[config.mk]
export PLATFORM = sky130hd
export DESIGN_NAME = sfbc_core
export DESIGN_NICKNAME = d
export VERILOG_FILES = /design/src/design/sfbc_pkg.sv /design/src/design/sfbc_core.sv
export SDC_FILE = /design/constraint.sdc
export NUM_CORES = 1
export LEC_CHECK = 0
export ABC_AREA = 1
export CAP_MARGIN = 15
export CELL_PAD_IN_SITES_DETAIL_PLACEMENT = 2
export CELL_PAD_IN_SITES_GLOBAL_PLACEMENT = 2
export CORE_MARGIN = 2
export CORE_UTILIZATION = 36
export CTS_CLUSTER_SIZE = 20
export DETAILED_ROUTE_END_ITERATION = 7
export DONT_BUFFER_PORTS = 1
export PLACE_DENSITY = 0.86
export SLEW_MARGIN = 5
export SYNTH_ARGS = -nofsm -noshare
export SYNTH_HDL_FRONTEND = slang
export SYNTH_SLANG_ARGS = --single-unit
[constraint.sdc]
create_clock -name clk -period 4.2 [get_ports clk]
set_input_delay 0.21 -clock clk [delete_from_list [all_inputs] [get_ports clk]]
set_output_delay 0.21 -clock clk [all_outputs]
set_load 0.01 [all_outputs]
[src/design/sfbc_pkg.sv]
/*
 * shared constants, types and helper functions of the serial frame and
 * baud configuration block: register offsets, bit positions, reset values,
 * state encodings and the bus request carrier.
 * assumes a single 10 MHz system clock and a byte-wide register port.
 */
package sfbc_pkg;

    // register offsets on the plain register port
    localparam logic [2:0] SFBC_OFS_STATUS_A  = 3'h0; // status_control_a
    localparam logic [2:0] SFBC_OFS_CONTROL_B = 3'h1; // control_b
    localparam logic [2:0] SFBC_OFS_SHARED    = 3'h2; // frame_format_control / baud_divisor_high
    localparam logic [2:0] SFBC_OFS_BAUD_LOW  = 3'h3; // baud_divisor_low
    localparam logic [2:0] SFBC_OFS_DATA      = 3'h4; // transmit / receive data

    // status_control_a bit positions
    localparam int SFBC_STA_RX_DONE  = 7; // received character waiting
    localparam int SFBC_STA_TX_READY = 5; // transmitter idle, may be written
    localparam int SFBC_STA_PERR     = 2; // parity_error_flag
    localparam int SFBC_STA_DSPEED   = 1; // double_speed_bit

    // control_b bit positions
    localparam int SFBC_CB_SIZE_TOP  = 2; // char_size_top_bit
    localparam int SFBC_CB_RX_NINTH  = 1; // rx_ninth_bit
    localparam int SFBC_CB_TX_NINTH  = 0; // tx_ninth_bit

    // shared location bit positions
    localparam int SFBC_FF_SELECT    = 7; // shared_location_select
    localparam int SFBC_BH_TOP       = 3; // top bit of divisor nibble

    // reset values
    localparam logic [6:0]  SFBC_FF_RESET   = 7'h06; // size 8 bits, async, no parity
    localparam logic [11:0] SFBC_BAUD_RESET = 12'h000;

    // oversampling ratios in asynchronous mode
    localparam logic [3:0] SFBC_RATIO_NORMAL_M1 = 4'hF; // 16 ticks per bit, minus one
    localparam logic [3:0] SFBC_RATIO_DOUBLE_M1 = 4'h7; // 8 ticks per bit, minus one

    // frame geometry
    localparam int SFBC_TX_FRAME_W = 13; // start + 9 data + parity + 2 stop
    localparam int SFBC_RX_FRAME_W = 11; // 9 data + parity + 1 stop

    // frame-format fields below the select bit
    typedef struct packed {
        logic       sync_async_select;   // 0 async, 1 sync
        logic [1:0] parity_type_field;   // 00 off, 10 even, 11 odd
        logic       stop_count_select;   // 0 one stop, 1 two stops
        logic [1:0] char_size_low_bits;  // low bits of size code
        logic       sync_clock_polarity; // launch / sample edge choice
    } sfbc_frame_t;

    // one register port request
    typedef struct packed {
        logic       wr;    // write strobe
        logic       rd;    // read strobe
        logic [2:0] addr;  // register offset
        logic [7:0] wdata; // write data
    } sfbc_bus_t;

    typedef enum logic [1:0] {
        SFBC_RX_IDLE  = 2'b00,
        SFBC_RX_START = 2'b01,
        SFBC_RX_DATA  = 2'b11
    } sfbc_rx_state_t;

    typedef enum logic {
        SFBC_TX_IDLE  = 1'b0,
        SFBC_TX_SHIFT = 1'b1
    } sfbc_tx_state_t;

    // data bits per character; reserved codes fall back to 8
    function automatic logic [3:0] sfbc_char_bits(input logic [2:0] code);
        logic [3:0] n;
        n = 4'h8;
        if (!code[2]) begin
            n = 4'h5 + {2'b00, code[1:0]};
        end else if (code == 3'h7) begin
            n = 4'h9;
        end
        return n;
    endfunction

    // even parity over the low n bits of a character
    function automatic logic sfbc_parity(input logic [8:0] d, input logic [3:0] n);
        logic p;
        p = 1'b0;
        for (int i = 0; i < 9; i++) begin
            if (i < int'(n)) begin
                p = p ^ d[i];
            end
        end
        return p;
    endfunction

endpackage

[src/design/sfbc_core.sv]
/*
 * serial frame and baud configuration block with a compact transmitter,
 * receiver, baud prescaler and synchronous clock master.
 * assumes a synchronous register port with one-cycle strobes, read data
 * one cycle later, and a line input already synchronous to clk.
 */
`timescale 1ns/1ps

// Operation
// (RQ1) frame-format reads show select bit one
// (RQ2) baud-high reads select zero; select-zero writes update
// (RQ3) shared address, write steered by select bit
// (RQ4) mode bit: zero async, one sync
// (RQ5) parity field: off, reserved, even, odd
// (RQ6) transmitter inserts computed parity bit
// (RQ7) receiver checks parity, flags mismatch
// (RQ8) stop select: one or two stop bits
// (RQ9) receiver ignores stop select
// (RQ10) three-bit size code sets 5-9 data bits
// (RQ11) software keeps polarity zero in async mode
// (RQ12) polarity picks launch and sample clock edges
// (RQ13) baud-high bits 14:12 read zero
// (RQ14) 12-bit divisor from high and low, reset zero
// (RQ15) baud-low write reloads prescaler immediately
// (RQ16) software avoids divisor change mid-frame
// (RQ17) double speed drops ratio sixteen to eight
// (RQ18) ninth bit sent from and captured to dedicated bits
// (RQ19) parity error only when checking enabled
// (RQ20) bit period is divisor plus one times ratio
module sfbc_core
    import sfbc_pkg::*;
(
    input  wire logic       clk,     // system clock, 10 MHz
    input  wire logic       srst,    // synchronous reset, active high
    input  wire sfbc_bus_t  bus_req, // register port request
    output logic [7:0]      rd_data, // read data, cycle after read strobe
    output logic            txd,     // serial transmit line
    input  wire logic       rxd,     // serial receive line
    output logic            xck_o,   // sync_serial_clock_pin output level
    output logic            xck_oe   // sync_serial_clock_pin drive enable
);

    // configuration state
    sfbc_frame_t    frame_reg;        // frame_format_control fields
    logic [11:0]    baud_reg;         // baud_divisor
    logic           dspeed_reg;       // double_speed_bit
    logic           size_top_reg;     // char_size_top_bit
    logic           tx9_reg;          // tx_ninth_bit
    logic           shared_sel_reg;   // which view the shared read returns
    // receive results
    logic [7:0]     rxdata_reg;       // received low data bits
    logic           rx9_reg;          // rx_ninth_bit
    logic           rxdone_reg;       // character waiting
    logic           perr_reg;         // parity_error_flag
    // timing
    logic [11:0]    presc_reg;        // baud prescaler count
    logic           xck_reg;          // internal sync clock level
    // transmitter
    sfbc_tx_state_t tx_state_reg;     // transmitter state
    logic [12:0]    tx_shift_reg;     // remaining frame, lsb first
    logic [3:0]     tx_left_reg;      // bits still to launch
    logic [3:0]     tx_sub_reg;       // ticks within a bit
    logic           txd_reg;          // line level
    // receiver
    sfbc_rx_state_t rx_state_reg;     // receiver state
    logic [10:0]    rx_shift_reg;     // collected bits, msb newest
    logic [3:0]     rx_cnt_reg;       // bits sampled so far
    logic [3:0]     rx_sub_reg;       // ticks within a bit
    // outputs
    logic [7:0]     rd_data_reg;      // registered read data
    logic           xck_oe_reg;       // registered clock drive enable

    // decoded controls
    logic           wr_shared;        // write to shared location
    logic           wr_data;          // write to data register
    logic           rd_data_hit;      // read of data register
    logic           tick;             // prescaler wrap
    logic [3:0]     ratio_m1;         // ticks per bit minus one
    logic [3:0]     nbits;            // data bits per character
    logic           par_en;           // parity generated and checked
    logic           par_odd;          // odd parity selected
    logic           launch;           // sync edge that changes data
    logic           sample;           // sync edge that samples data
    logic           tx_step;          // transmitter moves one bit
    logic [12:0]    tx_vec;           // frame built from written data
    logic [3:0]     tx_len;           // frame length in bits
    logic [3:0]     rx_need;          // data plus parity bits, stop bit excluded
    logic           rx_take;          // receiver samples one bit
    logic [10:0]    rx_next;          // shift value after sampling
    logic [10:0]    rx_word;          // aligned received bits
    logic           rx_finish;        // last bit of a character taken

    assign wr_shared   = bus_req.wr && (bus_req.addr == SFBC_OFS_SHARED);
    assign wr_data     = bus_req.wr && (bus_req.addr == SFBC_OFS_DATA);
    assign rd_data_hit = bus_req.rd && (bus_req.addr == SFBC_OFS_DATA);

    // frame settings shared by both directions
    assign nbits    = sfbc_char_bits({size_top_reg, frame_reg.char_size_low_bits}); // RQ10
    assign par_en   = frame_reg.parity_type_field[1];                               // RQ5
    assign par_odd  = frame_reg.parity_type_field[0];                               // RQ5
    assign ratio_m1 = (dspeed_reg && !frame_reg.sync_async_select)
                    ? SFBC_RATIO_DOUBLE_M1 : SFBC_RATIO_NORMAL_M1;                  // RQ17

    // prescaler wraps every divisor plus one clocks; a divisor lowered below
    // the running count wraps at once instead of waiting out a 4096 rollover
    assign tick   = (presc_reg >= baud_reg);                                        // RQ20
    // polarity zero: launch on rising, sample on falling
    assign launch = tick && frame_reg.sync_async_select
                  && (xck_reg == frame_reg.sync_clock_polarity);                    // RQ12
    assign sample = tick && frame_reg.sync_async_select
                  && (xck_reg != frame_reg.sync_clock_polarity);                    // RQ12

    // register writes to configuration
    always_ff @(posedge clk) begin
        if (srst) begin
            frame_reg      <= SFBC_FF_RESET;
            baud_reg       <= SFBC_BAUD_RESET;                                      // RQ14
            dspeed_reg     <= 1'b0;
            size_top_reg   <= 1'b0;
            tx9_reg        <= 1'b0;
            shared_sel_reg <= 1'b1;
        end else if (bus_req.wr) begin
            unique case (bus_req.addr)
                SFBC_OFS_STATUS_A: begin
                    dspeed_reg <= bus_req.wdata[SFBC_STA_DSPEED];
                end
                SFBC_OFS_CONTROL_B: begin
                    size_top_reg <= bus_req.wdata[SFBC_CB_SIZE_TOP];
                    tx9_reg      <= bus_req.wdata[SFBC_CB_TX_NINTH];
                end
                SFBC_OFS_SHARED: begin
                    // select bit steers the write
                    if (bus_req.wdata[SFBC_FF_SELECT]) begin                        // RQ3
                        frame_reg      <= bus_req.wdata[6:0];                       // RQ1
                        shared_sel_reg <= 1'b1;
                    end else begin
                        baud_reg[11:8] <= bus_req.wdata[SFBC_BH_TOP:0];             // RQ2
                        shared_sel_reg <= 1'b0;
                    end
                end
                SFBC_OFS_BAUD_LOW: begin
                    baud_reg[7:0] <= bus_req.wdata;                                 // RQ14
                end
                default: begin
                    // data and unmapped offsets leave configuration alone
                end
            endcase
        end
    end

    // register read port, data valid only in the following cycle
    always_ff @(posedge clk) begin
        if (srst) begin
            rd_data_reg <= 8'h00;
        end else if (bus_req.rd) begin
            unique case (bus_req.addr)
                SFBC_OFS_STATUS_A: begin
                    rd_data_reg <= {rxdone_reg, 1'b0, (tx_state_reg == SFBC_TX_IDLE),
                                    2'b00, perr_reg, dspeed_reg, 1'b0};
                end
                SFBC_OFS_CONTROL_B: begin
                    rd_data_reg <= {5'h00, size_top_reg, rx9_reg, tx9_reg};
                end
                SFBC_OFS_SHARED: begin
                    if (shared_sel_reg) begin
                        rd_data_reg <= {1'b1, frame_reg};                           // RQ1
                    end else begin
                        rd_data_reg <= {4'h0, baud_reg[11:8]};                      // RQ2 RQ13
                    end
                end
                SFBC_OFS_BAUD_LOW: begin
                    rd_data_reg <= baud_reg[7:0];
                end
                SFBC_OFS_DATA: begin
                    rd_data_reg <= rxdata_reg;
                end
                default: begin
                    rd_data_reg <= 8'h00;
                end
            endcase
        end else begin
            rd_data_reg <= 8'h00;
        end
    end

    // baud prescaler, restarted by a low divisor write
    always_ff @(posedge clk) begin
        if (srst) begin
            presc_reg <= 12'h000;
        end else if (bus_req.wr && (bus_req.addr == SFBC_OFS_BAUD_LOW)) begin
            presc_reg <= 12'h000;                                                   // RQ15
        end else if (tick) begin
            presc_reg <= 12'h000;                                                   // RQ20
        end else begin
            presc_reg <= presc_reg + 12'h001;
        end
    end

    // synchronous clock master, idles at polarity level in async mode
    always_ff @(posedge clk) begin
        if (srst) begin
            xck_reg    <= 1'b0;
            xck_oe_reg <= 1'b0;
        end else begin
            xck_oe_reg <= frame_reg.sync_async_select;                              // RQ4
            if (!frame_reg.sync_async_select) begin
                xck_reg <= frame_reg.sync_clock_polarity;
            end else if (tick) begin
                xck_reg <= ~xck_reg;                                                // RQ12
            end
        end
    end

    // frame assembly: start, data, optional parity, one or two stops
    always_comb begin
        tx_vec    = {SFBC_TX_FRAME_W{1'b1}};
        tx_vec[0] = 1'b0;
        for (int i = 0; i < 9; i++) begin
            if (i < int'(nbits)) begin
                tx_vec[1 + i] = (i == 8) ? tx9_reg : bus_req.wdata[i];              // RQ18
            end
        end
        if (par_en) begin
            tx_vec[nbits + 4'h1] = sfbc_parity({tx9_reg, bus_req.wdata}, nbits)
                                   ^ par_odd;                                       // RQ6
        end
        tx_len = 4'h2 + nbits + {3'b000, par_en}
               + {3'b000, frame_reg.stop_count_select};                             // RQ8
    end

    // one bit per ratio ticks async, one per launch edge sync
    assign tx_step = frame_reg.sync_async_select ? launch
                   : (tick && (tx_sub_reg == ratio_m1));                            // RQ17 RQ20

    // transmitter
    always_ff @(posedge clk) begin
        if (srst) begin
            tx_state_reg <= SFBC_TX_IDLE;
            tx_shift_reg <= {SFBC_TX_FRAME_W{1'b1}};
            tx_left_reg  <= 4'h0;
            tx_sub_reg   <= 4'h0;
            txd_reg      <= 1'b1;
        end else begin
            if (tick) begin
                tx_sub_reg <= (tx_sub_reg == ratio_m1) ? 4'h0 : tx_sub_reg + 4'h1;
            end
            unique case (tx_state_reg)
                SFBC_TX_IDLE: begin
                    // writes while busy are ignored
                    if (wr_data) begin
                        tx_state_reg <= SFBC_TX_SHIFT;
                        tx_shift_reg <= tx_vec;
                        tx_left_reg  <= tx_len;
                        tx_sub_reg   <= 4'h0;
                    end
                end
                SFBC_TX_SHIFT: begin
                    if (tx_step) begin
                        if (tx_left_reg == 4'h0) begin
                            tx_state_reg <= SFBC_TX_IDLE;
                            txd_reg      <= 1'b1;
                        end else begin
                            txd_reg      <= tx_shift_reg[0];
                            tx_shift_reg <= {1'b1, tx_shift_reg[12:1]};
                            tx_left_reg  <= tx_left_reg - 4'h1;
                        end
                    end
                end
            endcase
        end
    end

    // receiver frame length never counts a second stop bit
    assign rx_need = nbits + {3'b000, par_en};                                      // RQ9
    assign rx_next = {rxd, rx_shift_reg[10:1]};
    assign rx_word = rx_next >> (4'hA - rx_need);
    assign rx_take = (rx_state_reg == SFBC_RX_DATA)
                   && (frame_reg.sync_async_select ? sample
                       : (tick && (rx_sub_reg == ratio_m1)));                       // RQ12
    assign rx_finish = rx_take && (rx_cnt_reg == rx_need);

    // receiver sequencing
    always_ff @(posedge clk) begin
        if (srst) begin
            rx_state_reg <= SFBC_RX_IDLE;
            rx_shift_reg <= 11'h000;
            rx_cnt_reg   <= 4'h0;
            rx_sub_reg   <= 4'h0;
        end else begin
            unique case (rx_state_reg)
                SFBC_RX_IDLE: begin
                    rx_cnt_reg <= 4'h0;
                    rx_sub_reg <= 4'h0;
                    if (!rxd && (!frame_reg.sync_async_select || sample)) begin     // RQ4
                        rx_state_reg <= frame_reg.sync_async_select
                                      ? SFBC_RX_DATA : SFBC_RX_START;
                    end
                end
                SFBC_RX_START: begin
                    // confirm start bit at its middle
                    if (tick) begin
                        rx_sub_reg <= rx_sub_reg + 4'h1;
                        if (rx_sub_reg == {1'b0, ratio_m1[3:1]}) begin
                            rx_sub_reg   <= 4'h0;
                            rx_state_reg <= rxd ? SFBC_RX_IDLE : SFBC_RX_DATA;
                        end
                    end
                end
                SFBC_RX_DATA: begin
                    if (tick) begin
                        rx_sub_reg <= (rx_sub_reg == ratio_m1) ? 4'h0 : rx_sub_reg + 4'h1;
                    end
                    if (rx_take) begin
                        rx_shift_reg <= rx_next;
                        rx_cnt_reg   <= rx_cnt_reg + 4'h1;
                        if (rx_finish) begin
                            rx_state_reg <= SFBC_RX_IDLE;
                        end
                    end
                end
                default: begin
                    rx_state_reg <= SFBC_RX_IDLE;
                end
            endcase
        end
    end

    // received character results; a new character wins over a data read
    always_ff @(posedge clk) begin
        if (srst) begin
            rxdata_reg <= 8'h00;
            rx9_reg    <= 1'b0;
            rxdone_reg <= 1'b0;
            perr_reg   <= 1'b0;
        end else if (rx_finish) begin
            rxdata_reg <= rx_word[7:0] & (8'hFF >> (4'h8 - ((nbits > 4'h8) ? 4'h8 : nbits)));
            rx9_reg    <= (nbits == 4'h9) ? rx_word[8] : 1'b0;                      // RQ18
            rxdone_reg <= 1'b1;
            perr_reg   <= par_en && ((sfbc_parity(rx_word[8:0], nbits) ^ par_odd)
                          != rx_word[nbits]);                                       // RQ7 RQ19
        end else if (rd_data_hit) begin
            rxdone_reg <= 1'b0;
            perr_reg   <= 1'b0;
        end
    end

    // outputs straight from flip-flops
    assign rd_data = rd_data_reg;
    assign txd     = txd_reg;
    assign xck_o   = xck_reg;
    assign xck_oe  = xck_oe_reg;

endmodule

**Word-level counts from Yosys, hierarchy flattened**

Cells that the tools add are included.

- Output and inout bits: 11
- Bits in registers: 100

- Shifts and indexed selects: 2
- Magnitude comparators: 14
- Equal/unequal tests: 25
- Reductions and logical operators: 37
- Bitwise logic cells: 23
- $add $sub $neg: 13
- Multiplexer cells: 107

Operators by type and width:

| operator | number |
|---|---|
| 1-bit 2-to-1 mux | 70 |
| 4-bit 2-to-1 mux | 15 |
| 13-bit 2-to-1 mux | 4 |
| 8-bit case mux with 5 select lines | 1 |
| 13-bit case mux with 2 select lines | 1 |
| 1-bit bitwise XOR | 18 |
| 4-bit by 1-bit adder with 4-bit output, second input constant | 4 |
| 3-bit by 4-bit < comparator with 1-bit output, first input constant | 4 |
| 2-bit != test, second input constant | 8 |
| 4-bit case mux with 2 select lines | 2 |
| 1-bit logical AND | 14 |
| 2-bit 2-to-1 mux | 7 |
| 2-bit AND reduction | 7 |
| 13-bit bitwise mux | 1 |
| 12-bit by 1-bit adder with 12-bit output, second input constant | 1 |
| 4-bit by 1-bit adder with 4-bit output | 3 |
| 4-bit equality test | 3 |
| 12-bit >= comparator | 1 |
| 4-bit case mux with 3 select lines | 1 |
| 3-bit AND reduction | 4 |
| 11-bit by 4-bit >> shifter with 11-bit output | 1 |
| 4-bit by 5-bit < comparator with 1-bit output, second input constant | 2 |
| 8-bit bitwise AND | 1 |
| 1-bit by 4-bit < comparator with 1-bit output, first input constant | 2 |
| other kinds (35) | 46 |

**Logic depth before layout (Yosys ltp)**

Gate-level depths: netlist (run 1).

- Depth in word-level cells: 46
- Gate-level depth with buffers: 23
- Depth with buffers taken out: 22

**Least setup slack after synthesis (run 1)**

Ideal clock, no wire load.

- Kind: reg2reg
- Start point: register frame_reg[1] (netlist name)
- End point: register perr_reg
- Cell stages (with the launch flop): 23
- Arrival: 3.040 ns
- Setup slack: 1.091 ns
- Data required time: 4.130 ns
- Clock period less this slack: 3.109 ns
- Library setup time: 0.070 ns
- Cell sequence: dfxtp_1 > ha_1 > nand2_1 > o21ai_1 > ha_1 > ha_1 > ha_1 > inv_1 > clkbuf_1 > nand3_1 > nand2_1 > nand3_1 > nand3_1 > inv_1 > nand2_1 > nand3_1 > nand2_1 > nand2_1 > nand2_1 > inv_1 > nand2_1 > nand3_1 > a21oi_1

- Cells in the longest elaborated chain, start to end: 45
- Elaborated cells on any way between the ends: 60
- Those cells by class: add/sub: 3; order compare: 9; eq/ne: 3; shift: 1; mux: 32; bitwise: 9; reduce/logical: 3

RTL lines:

| element | RTL line | text |
|---|---|---|
| from (decl) | sfbc_core.sv:44 | `sfbc_frame_t frame_reg;` |
| from (signal assigned) | sfbc_core.sv:134 | `frame_reg <= bus_req.wdata[6:0];` |
| branches (longest 2 deep; another with 3-bit by 2-bit adder with 4-bit output) | n/a |  |
| 4-bit 2-to-1 mux * | sfbc_pkg.sv:75 | `if (!code[2]) begin` |
| 4-bit by 1-bit adder with 4-bit output | sfbc_core.sv:274 | `assign rx_need = nbits + {3'b000, par_en};` |
| 4-bit subtractor | sfbc_core.sv:276 | `assign rx_word = rx_next >> (4'hA - rx_need);` |
| 11-bit by 4-bit >> shifter with 11-bit output | sfbc_core.sv:276 |  |
| 1-bit 2-to-1 mux | sfbc_pkg.sv:88 | `if (i < int'(n)) begin` |
| 1-bit 2-to-1 mux | sfbc_core.sv:335 | `end else if (rx_finish) begin` |
| 1-bit 2-to-1 mux | sfbc_core.sv:330 | `if (srst) begin` |
| [28 not listed] | n/a |  |
| 1-bit bitwise XOR | sfbc_pkg.sv:89 | `p = p ^ d[i];` |
| 1-bit 2-to-1 mux | sfbc_pkg.sv:88 |  |
| 1-bit 2-to-1 mux | sfbc_core.sv:335 |  |
| 1-bit 2-to-1 mux | sfbc_core.sv:330 |  |
| 1-bit bitwise XOR | sfbc_core.sv:339 | `perr_reg <= par_en && ((sfbc_parity(rx_word[8:0], nbits) ^ par_odd)` |
| 1-bit != test | sfbc_core.sv:340 | `!= rx_word[nbits]);` |
| 1-bit logical AND | sfbc_core.sv:339 |  |
| 1-bit 2-to-1 mux | sfbc_core.sv:335 |  |
| to (signal assigned) | sfbc_core.sv:339 |  |
| to (decl) | sfbc_core.sv:54 | `logic perr_reg;` |

Every way passes the cells marked *. The select of a mux whose other input is x is not followed.
A chain may end at the register's enable or synchronous reset.

**Worst setup path in the final report (run 1)**

Same ends and word-level chain as after synthesis.

==> results of run 1 <==
[report_power, final]
group	internal (mW)	total, mW	switching [mW]
clock	0.500	0.902	0.402
combinational	0.138	0.438	0.301
sequential	0.966	0.990	0.0241
total	1.60	2.33	0.727
[timing repair]
item                                    in CTS  in global routing
endpoints found under the setup margin       0                  1
buffers inserted                             0                  0
hold endpoints to repair                    28                  0
resized for setup                            0                  1
hold buffers                                 4                  0
[placed cells by master (no fill, tap or decap), types with 2 or more instances in the layout]
| master | count |
|---|---|
| sky130_fd_sc_hd__inv_6 | 2 |
| sky130_fd_sc_hd__nand2_1 | 220 |
| sky130_fd_sc_hd__xnor2_1 | 9 |
| sky130_fd_sc_hd__nor4_1 | 2 |
| sky130_fd_sc_hd__nand4_1 | 10 |
| sky130_fd_sc_hd__buf_4 | 9 |
| sky130_fd_sc_hd__nor3_1 | 13 |
| sky130_fd_sc_hd__ha_1 | 24 |
| sky130_fd_sc_hd__dlygate4sd3_1 | 3 |
| sky130_fd_sc_hd__inv_1 | 102 |
| sky130_fd_sc_hd__o22ai_1 | 7 |
| sky130_fd_sc_hd__nor3b_1 | 5 |
| sky130_fd_sc_hd__and3_1 | 2 |
| sky130_fd_sc_hd__o31ai_1 | 2 |
| sky130_fd_sc_hd__nand3_1 | 67 |
| sky130_fd_sc_hd__nand3b_1 | 2 |
| sky130_fd_sc_hd__xor2_2 | 3 |
| sky130_fd_sc_hd__nand2_4 | 2 |
| sky130_fd_sc_hd__nand2_2 | 8 |
| sky130_fd_sc_hd__clkinv_1 | 4 |
| sky130_fd_sc_hd__o21ai_0 | 73 |
| sky130_fd_sc_hd__a211oi_1 | 3 |
| sky130_fd_sc_hd__clkbuf_16 | 9 |
| sky130_fd_sc_hd__a21oi_1 | 86 |
| sky130_fd_sc_hd__nand3_2 | 4 |
| sky130_fd_sc_hd__clkbuf_8 | 2 |
| sky130_fd_sc_hd__nor2_1 | 82 |
| sky130_fd_sc_hd__or2_2 | 4 |
| sky130_fd_sc_hd__xor2_1 | 7 |
| sky130_fd_sc_hd__o21ai_1 | 5 |
| sky130_fd_sc_hd__a221oi_1 | 5 |
| sky130_fd_sc_hd__o211ai_1 | 5 |
| sky130_fd_sc_hd__dfxtp_1 | 99 |
| sky130_fd_sc_hd__nor2_4 | 2 |
[stage by stage]
step	utilization, %	power (mW)	hold slack [ps]	instance area, sq um
after floorplan	-	1.32	340	5910
after global placement	38.3	1.41	290	6110
after detailed placement	38.3	1.43	289	6110
after CTS	40.6	2.35	31.5	6470
after global routing	40.6	2.45	45.5	6470
final	40.6	2.33	42.4	6470
[cell families (layout without fill, tap and decap cells)]
group,count (synthesis),after routing,share of synthesized area [%]
muxes,1,1,0.169
AOI/OAI and AO/OA,189,189,17.1
buffers and inverters,138,137,9.23
DFF,99,99,33.5
adders and majority gates,26,26,5.63
and+or+nand+nor,424,424,31.2
xor gates and xnor gates,19,19,3.20
[metal layers]
layer  global-route usage (%)  vias up  routed length (um)
met1                     31.5     2908                9470
met5                        0        -                   0
met4                     11.7        0                 669
li1                         -     2921                   -
met2                     42.9      102               10400
met3                     3.96       43                 699
[final cells by class]
class	instances	area [sq um]
fillers	1952	9470
inverters	108	408
multi-input cells	659	3380
well taps	216	270
repair buffers	13	118
clock inverters	4	55.1
clock buffers	12	256
flip-flops and latches	99	1980
[worst paths after layout]
| check | startpoint | end | slack (ps) | cells past startpoint |
|---|---|---|---|---|
| max | frame_reg[1] | perr_reg | 550 | 21 |
| max reg2reg | frame_reg[1] | perr_reg | 550 | 21 |
| min | rxd | rx_shift_reg[10] | 40 | 2 |
| min reg2reg | tx_shift_reg[12] | tx_shift_reg[12] | 460 | 2 |
[synthesized netlist by cell type (all sizes together) (2+ instances only)]
library cell | count | area (sq um)
nand3b | 2 | 15.0
a211oi | 3 | 22.5
nand4 | 10 | 62.6
xor2 | 10 | 110
buf | 13 | 73.8
or2 | 4 | 25.0
nand2 | 230 | 898
o31ai | 2 | 15.0
clkinv | 4 | 15.0
o21ai | 78 | 390
nor3 | 13 | 65.1
and3 | 2 | 12.5
a21oi | 86 | 430
a221oi | 5 | 43.8
inv | 104 | 393
dfxtp | 99 | 1980
nor4 | 2 | 12.5
nor2 | 85 | 337
o22ai | 7 | 43.8
o211ai | 5 | 37.5
nor3b | 5 | 37.5
ha | 25 | 313
xnor2 | 9 | 78.8
nand3 | 71 | 375
clkbuf | 17 | 63.8
==> parameters.txt, run 1 <==
Parameter                              Value

Outcome
  Status ... completed

Synthesis
  Number of synthesized register bits ... 99
  Number of flops mapped to enable cells by yosys ... 0
  Proportion of synthesized chip area in sequential cells ... 33.5%
  Count of different cell masters after synthesis ... 42
  Yosys warning total ... 0
  Asr flop ratio synth ... 0%
  Number of instances in the synthesized netlist ... 896
  Top_reg_cell synth ... sky130_fd_sc_hd__dfxtp_1
  Net count after synthesis ... 938
  Netlist area before placement ... 0.00591 sq mm
  Mean Syn Cell Area ... 6.59 sq um

Drt
  Post-Route WL ... 21,200 um
  Final routed wire length divided by cell count ... 19.1 um
  Length of the first detailed-routing pass in iterations ... 4
  Remaining DRCs ... 0
  Number of DRC violations after detailed-routing iteration 0 ... 292
  ANT nets after route ... 0
  Average via count per standard cell ... 5.38
  Total via count after detailed routing ... 5,974

Floorplanning
  Top-level I/O count ... 27
  Overall die height ... 132 um
  Horiz. Die Dim ... 132 um
  Starting density of the core ... 37.1%
  Cell row count ... 46
  Core Box Area ... 0.0159 sq mm
  Total Die Area ... 0.0175 sq mm

STA
  Setup slack of the critical path after layout ... 547 ps
  Relative max-transition margin ... 54.7%
  Worst slew pin tran ... 676 ps
  Slew Limit Fails ... 0
  Fin. Hold Viols ... 0
  Total of endpoints with negative setup slack in the final report ... 0
  Achievable Freq ... 274 MHz
  Final period utilization ... 87.0%
  Total negative slack for setup checks ... 0 ps
  Final critical delay including setup and external delays ... 3650 ps
  Skew final ... 8.02 ps
  Unrepaired setup endpoints after global routing ... false

Place
  HPWL Detailed ... 15,200 um
  Count of input and output buffers ... 0
  Inst Count DP ... 1,091
  Routability-driven placement congestion ratio ... 0.843
  Worst-case setup slack after placement ... 539 ps

Job
  # Max-Cap Violations ... 0

Worst setup path
  Max stage delay on crit path ... 590 ps
  CP top delay family ... adder cells
  Setup Crit Path Kind ... reg2reg
  Buffers plus inverters on the worst setup path ... 2
  Cells traversed along the worst timing path ... ha_1 -> nand2_1 -> o21ai_1 -> buf_4 -> ha_1 -> ha_2 -> inv_1 -> nand2_1 -> nand2_1 -> nand3_1 -> nand3_2 -> nor2_1 -> nand2_1 -> nand2_1 -> nand2_1 -> nand2_1 -> nand2_1 -> nand2_1 -> nand2_1 -> nand3_1 -> a21oi_1
  Worst path most repeated cell ... sky130_fd_sc_hd__nand2_1
  Data arrival, critical path ... 3950 ps
  Kind of capture point of the worst setup path ... flop
  Crit Path Max Fanout ... 16
  Category of the worst setup path launch point ... flop
  Required time of the worst setup path ... 4500 ps
  Slowest CP cell ... sky130_fd_sc_hd__ha_1

Global routing
  First-pass GRT wire length ... 35,000 um
  Overall fraction of global-route tracks in use ... 25.3%
  Pin count of the biggest net entering global routing ... 33
  Initial antenna violation count ... 0
  Global-route congestion overflow total ... 0
  Number of global-route vias before repair ... 6,415

CTS
  H-Tree Level Count ... 3
  Cell at the root of the clock tree ... sky130_fd_sc_hd__clkbuf_16
  Num CTS Buffers ... 9
  Clock-pin transition on the worst setup and hold timing paths ... 70 ps
  Clock Latency Late Sink ... 370 ps
  Clock tree from TritonCTS ... built
  Number of clock sinks seen by CTS ... 99
  Max Buffers Root-to-Sink ... 2

Finish
  Final Net Count ... 932
  Antenna Diode Count ... 0
  Area added between synthesis and finish ... 9.55%
  Fraction of final layout cells with drive strength greater than 1 ... 5.81%
  Max reg flops ... 13
  Number of cells in the finished layout apart from fillers ... 1,111

Power and ir drop
  Power per cell area ... 360 mW/mm^2
  Peak supply drop ... 0.210 mV
  Static leakage ... 2.84 nW

Min path
  Type of the most critical hold path ... in2reg
(Power assumes the default switching activity.)
==> inputs of run 2 (changes only) <==
- PLACE_DENSITY: 0.86 -> default
- PLACE_DENSITY_LB_ADDON: default -> 0.1
==> run 2 against run 1 <==
  * Combinational power shrank 3%
  * Highest routed layer unchanged
  * Non-clock buffer count fell by 1
  * Via count increased by 0.45%
==> parameters.txt, run 2 (same netlist as run 1, synthesis figures left out) <==
Parameter                              Value

Floorplanning
  Cell row count ... 46
  Starting density of the core ... 37.1%
  Total Die Area ... 0.0175 sq mm
  Horiz. Die Dim ... 132 um
  Core Box Area ... 0.0159 sq mm
  Overall die height ... 132 um
  Top-level I/O count ... 27

STA
  Total negative slack for setup checks ... 0 ps
  Unrepaired setup endpoints after global routing ... false
  Relative max-transition margin ... 43.8%
  Slew Limit Fails ... 0
  Fin. Hold Viols ... 0
  Achievable Freq ... 277 MHz
  Worst slew pin tran ... 838 ps
  Final period utilization ... 85.8%
  Total of endpoints with negative setup slack in the final report ... 0
  Skew final ... 10.5 ps
  Final critical delay including setup and external delays ... 3610 ps

Drt
  Length of the first detailed-routing pass in iterations ... 5
  Post-Route WL ... 20,800 um
  Average via count per standard cell ... 5.41
  Final routed wire length divided by cell count ... 18.7 um
  ANT nets after route ... 0
  Remaining DRCs ... 0
  Total via count after detailed routing ... 6,001
  Number of DRC violations after detailed-routing iteration 0 ... 223

CTS
  Max Buffers Root-to-Sink ... 2
  Clock tree from TritonCTS ... built
  Num CTS Buffers ... 9
  Clock Latency Late Sink ... 360 ps
  H-Tree Level Count ... 3
  Post-CTS setup-driven buffer insertion count ... 0
  Clock-pin transition on the worst setup and hold timing paths ... 70 ps
  Cell at the root of the clock tree ... sky130_fd_sc_hd__clkbuf_16
  Number of clock sinks seen by CTS ... 99

Global routing
  Overall fraction of global-route tracks in use ... 24.6%
  Number of global-route vias before repair ... 6,553
  First-pass GRT wire length ... 34,400 um
  Initial antenna violation count ... 0
  Global-route congestion overflow total ... 0
  Pin count of the biggest net entering global routing ... 32

Power and ir drop
  Power per cell area ... 348 mW/mm^2
  Tot Pwr ... 2.25 mW
  Internal power ... 1.54 mW
  Proportion of total power due to net switching ... 31.5%
  Peak supply drop ... 0.209 mV
  Static leakage ... 2.83 nW
  Combinational group share of total power ... 19.0%
  Share of power burned in the clock network ... 36.9%
  Reported net switching power ... 0.707 mW
  Sequential group share of total power ... 44.2%

Worst setup path
  Worst path most repeated cell ... sky130_fd_sc_hd__nand2_1
  Slowest CP cell ... sky130_fd_sc_hd__ha_2
  Data arrival, critical path ... 3890 ps
  Setup Crit Path Kind ... reg2reg
  Buffers plus inverters on the worst setup path ... 3
  Max stage delay on crit path ... 520 ps
  Cells traversed along the worst timing path ... ha_1 -> nand2_1 -> o21ai_2 -> ha_1 -> ha_2 -> inv_1 -> nand2_1 -> nand2_1 -> nor2_1 -> nand3_1 -> nand2_1 -> nand2_1 -> nand2_1 -> nand2_1 -> inv_1 -> nand2_1 -> nand2_1 -> inv_1 -> nand2_1 -> nand3_1 -> a21oi_1
  CP top delay family ... adder cells
  Required time of the worst setup path ... 4490 ps
  Kind of capture point of the worst setup path ... flop
  Crit Path Max Fanout ... 16
  Category of the worst setup path launch point ... flop

Place
  Count of input and output buffers ... 0
  Routability-driven placement congestion ratio ... 0.876
  HPWL Detailed ... 16,200 um

Finish
  Footprint of the multi-input gates ... 0.00339 sq mm
  Commonest cells after routing, fill and taps aside ... sky130_fd_sc_hd__nand2_1 (220), sky130_fd_sc_hd__inv_1 (102), sky130_fd_sc_hd__dfxtp_1 (99)
  Area added between synthesis and finish ... 9.11%
  Max reg flops ... 13
  Reg area ... 0.00198 sq mm
  Fraction of final layout cells with drive strength greater than 1 ... 5.71%
  Fraction of the core area covered by cells at the end of the flow ... 40.4%
  Antenna Diode Count ... 0
  Fill cell instance count of the final layout ... 2,002
  Most common library cell in the layout ignoring fill and taps ... sky130_fd_sc_hd__nand2_1
  Final Net Count ... 931

Job
  # Max-Cap Violations ... 0

Min path
  Type of the most critical hold path ... in2reg

Outcome
  Status ... completed
## run 2: changes by cell type in the layout (fill, tap and decap cells not counted), sizes merged
cell	before	now
clkinv	4	6
bufinv	1	0
clkinvlp	1	0
dlygate4sd3	3	4
buf	10	8
clkbuf	12	11
## run 2: path summary, 6_finish.rpt
kind,start,end,slack (ps),depth (start not counted)
setup / recovery,frame_reg[1],perr_reg,590,21
hold / removal,bus_req[3],baud_reg[11],20,2
setup reg to reg,frame_reg[1],perr_reg,590,21
hold reg to reg,rx_cnt_reg[3],rx_cnt_reg[3],460,2
## run 2: final cells by class
type	count	area share (%)
multi-input combinational	659	52.5
sequential	99	30.7
inverter	108	6.33
tap	216	4.19
clock buffer	11	3.92
timing repair buffer	12	1.75
clock inverter	4	0.524
## run 2: stage by stage
step / hold slack (ps) / cells / worst slack [ps] / area (sq um)
final: 16.5 / 1109 / 594 / 6450
after detailed placement: 291 / 1089 / 347 / 6090
after global routing: 25.1 / 1109 / 92.6 / 6450
after global placement: 291 / 1089 / 667 / 6090
after CTS: 2.44 / 1108 / 308 / 6430
after floorplan: 340 / 896 / 1090 / 5910
## run 2: power by group through the flow
| stage | Sequential (mW) | Clock [mW] | Combinational, mW |
|---|---|---|---|
| floorplan | 1.00 | 0 | 0.313 |
| global placement | 1.01 | 0 | 0.394 |
| detailed placement | 1.01 | 0 | 0.418 |
| CTS | 0.992 | 0.850 | 0.432 |
| global route | 0.997 | 0.890 | 0.492 |
| finish | 0.992 | 0.828 | 0.426 |
## run 2: what timing repair did
action / in CTS / in global routing
setup endpoints to repair: 0 / 1
resized for setup: 0 / 2
endpoints found under the hold margin: 25 / 1
hold buffers: 4 / 1
## run 2: metal layers
metal	global-route usage, %	routed length [um]
met3	4.00	653
met4	9.60	528
met5	0	0
met2	43.8	10400
met1	29.5	9180
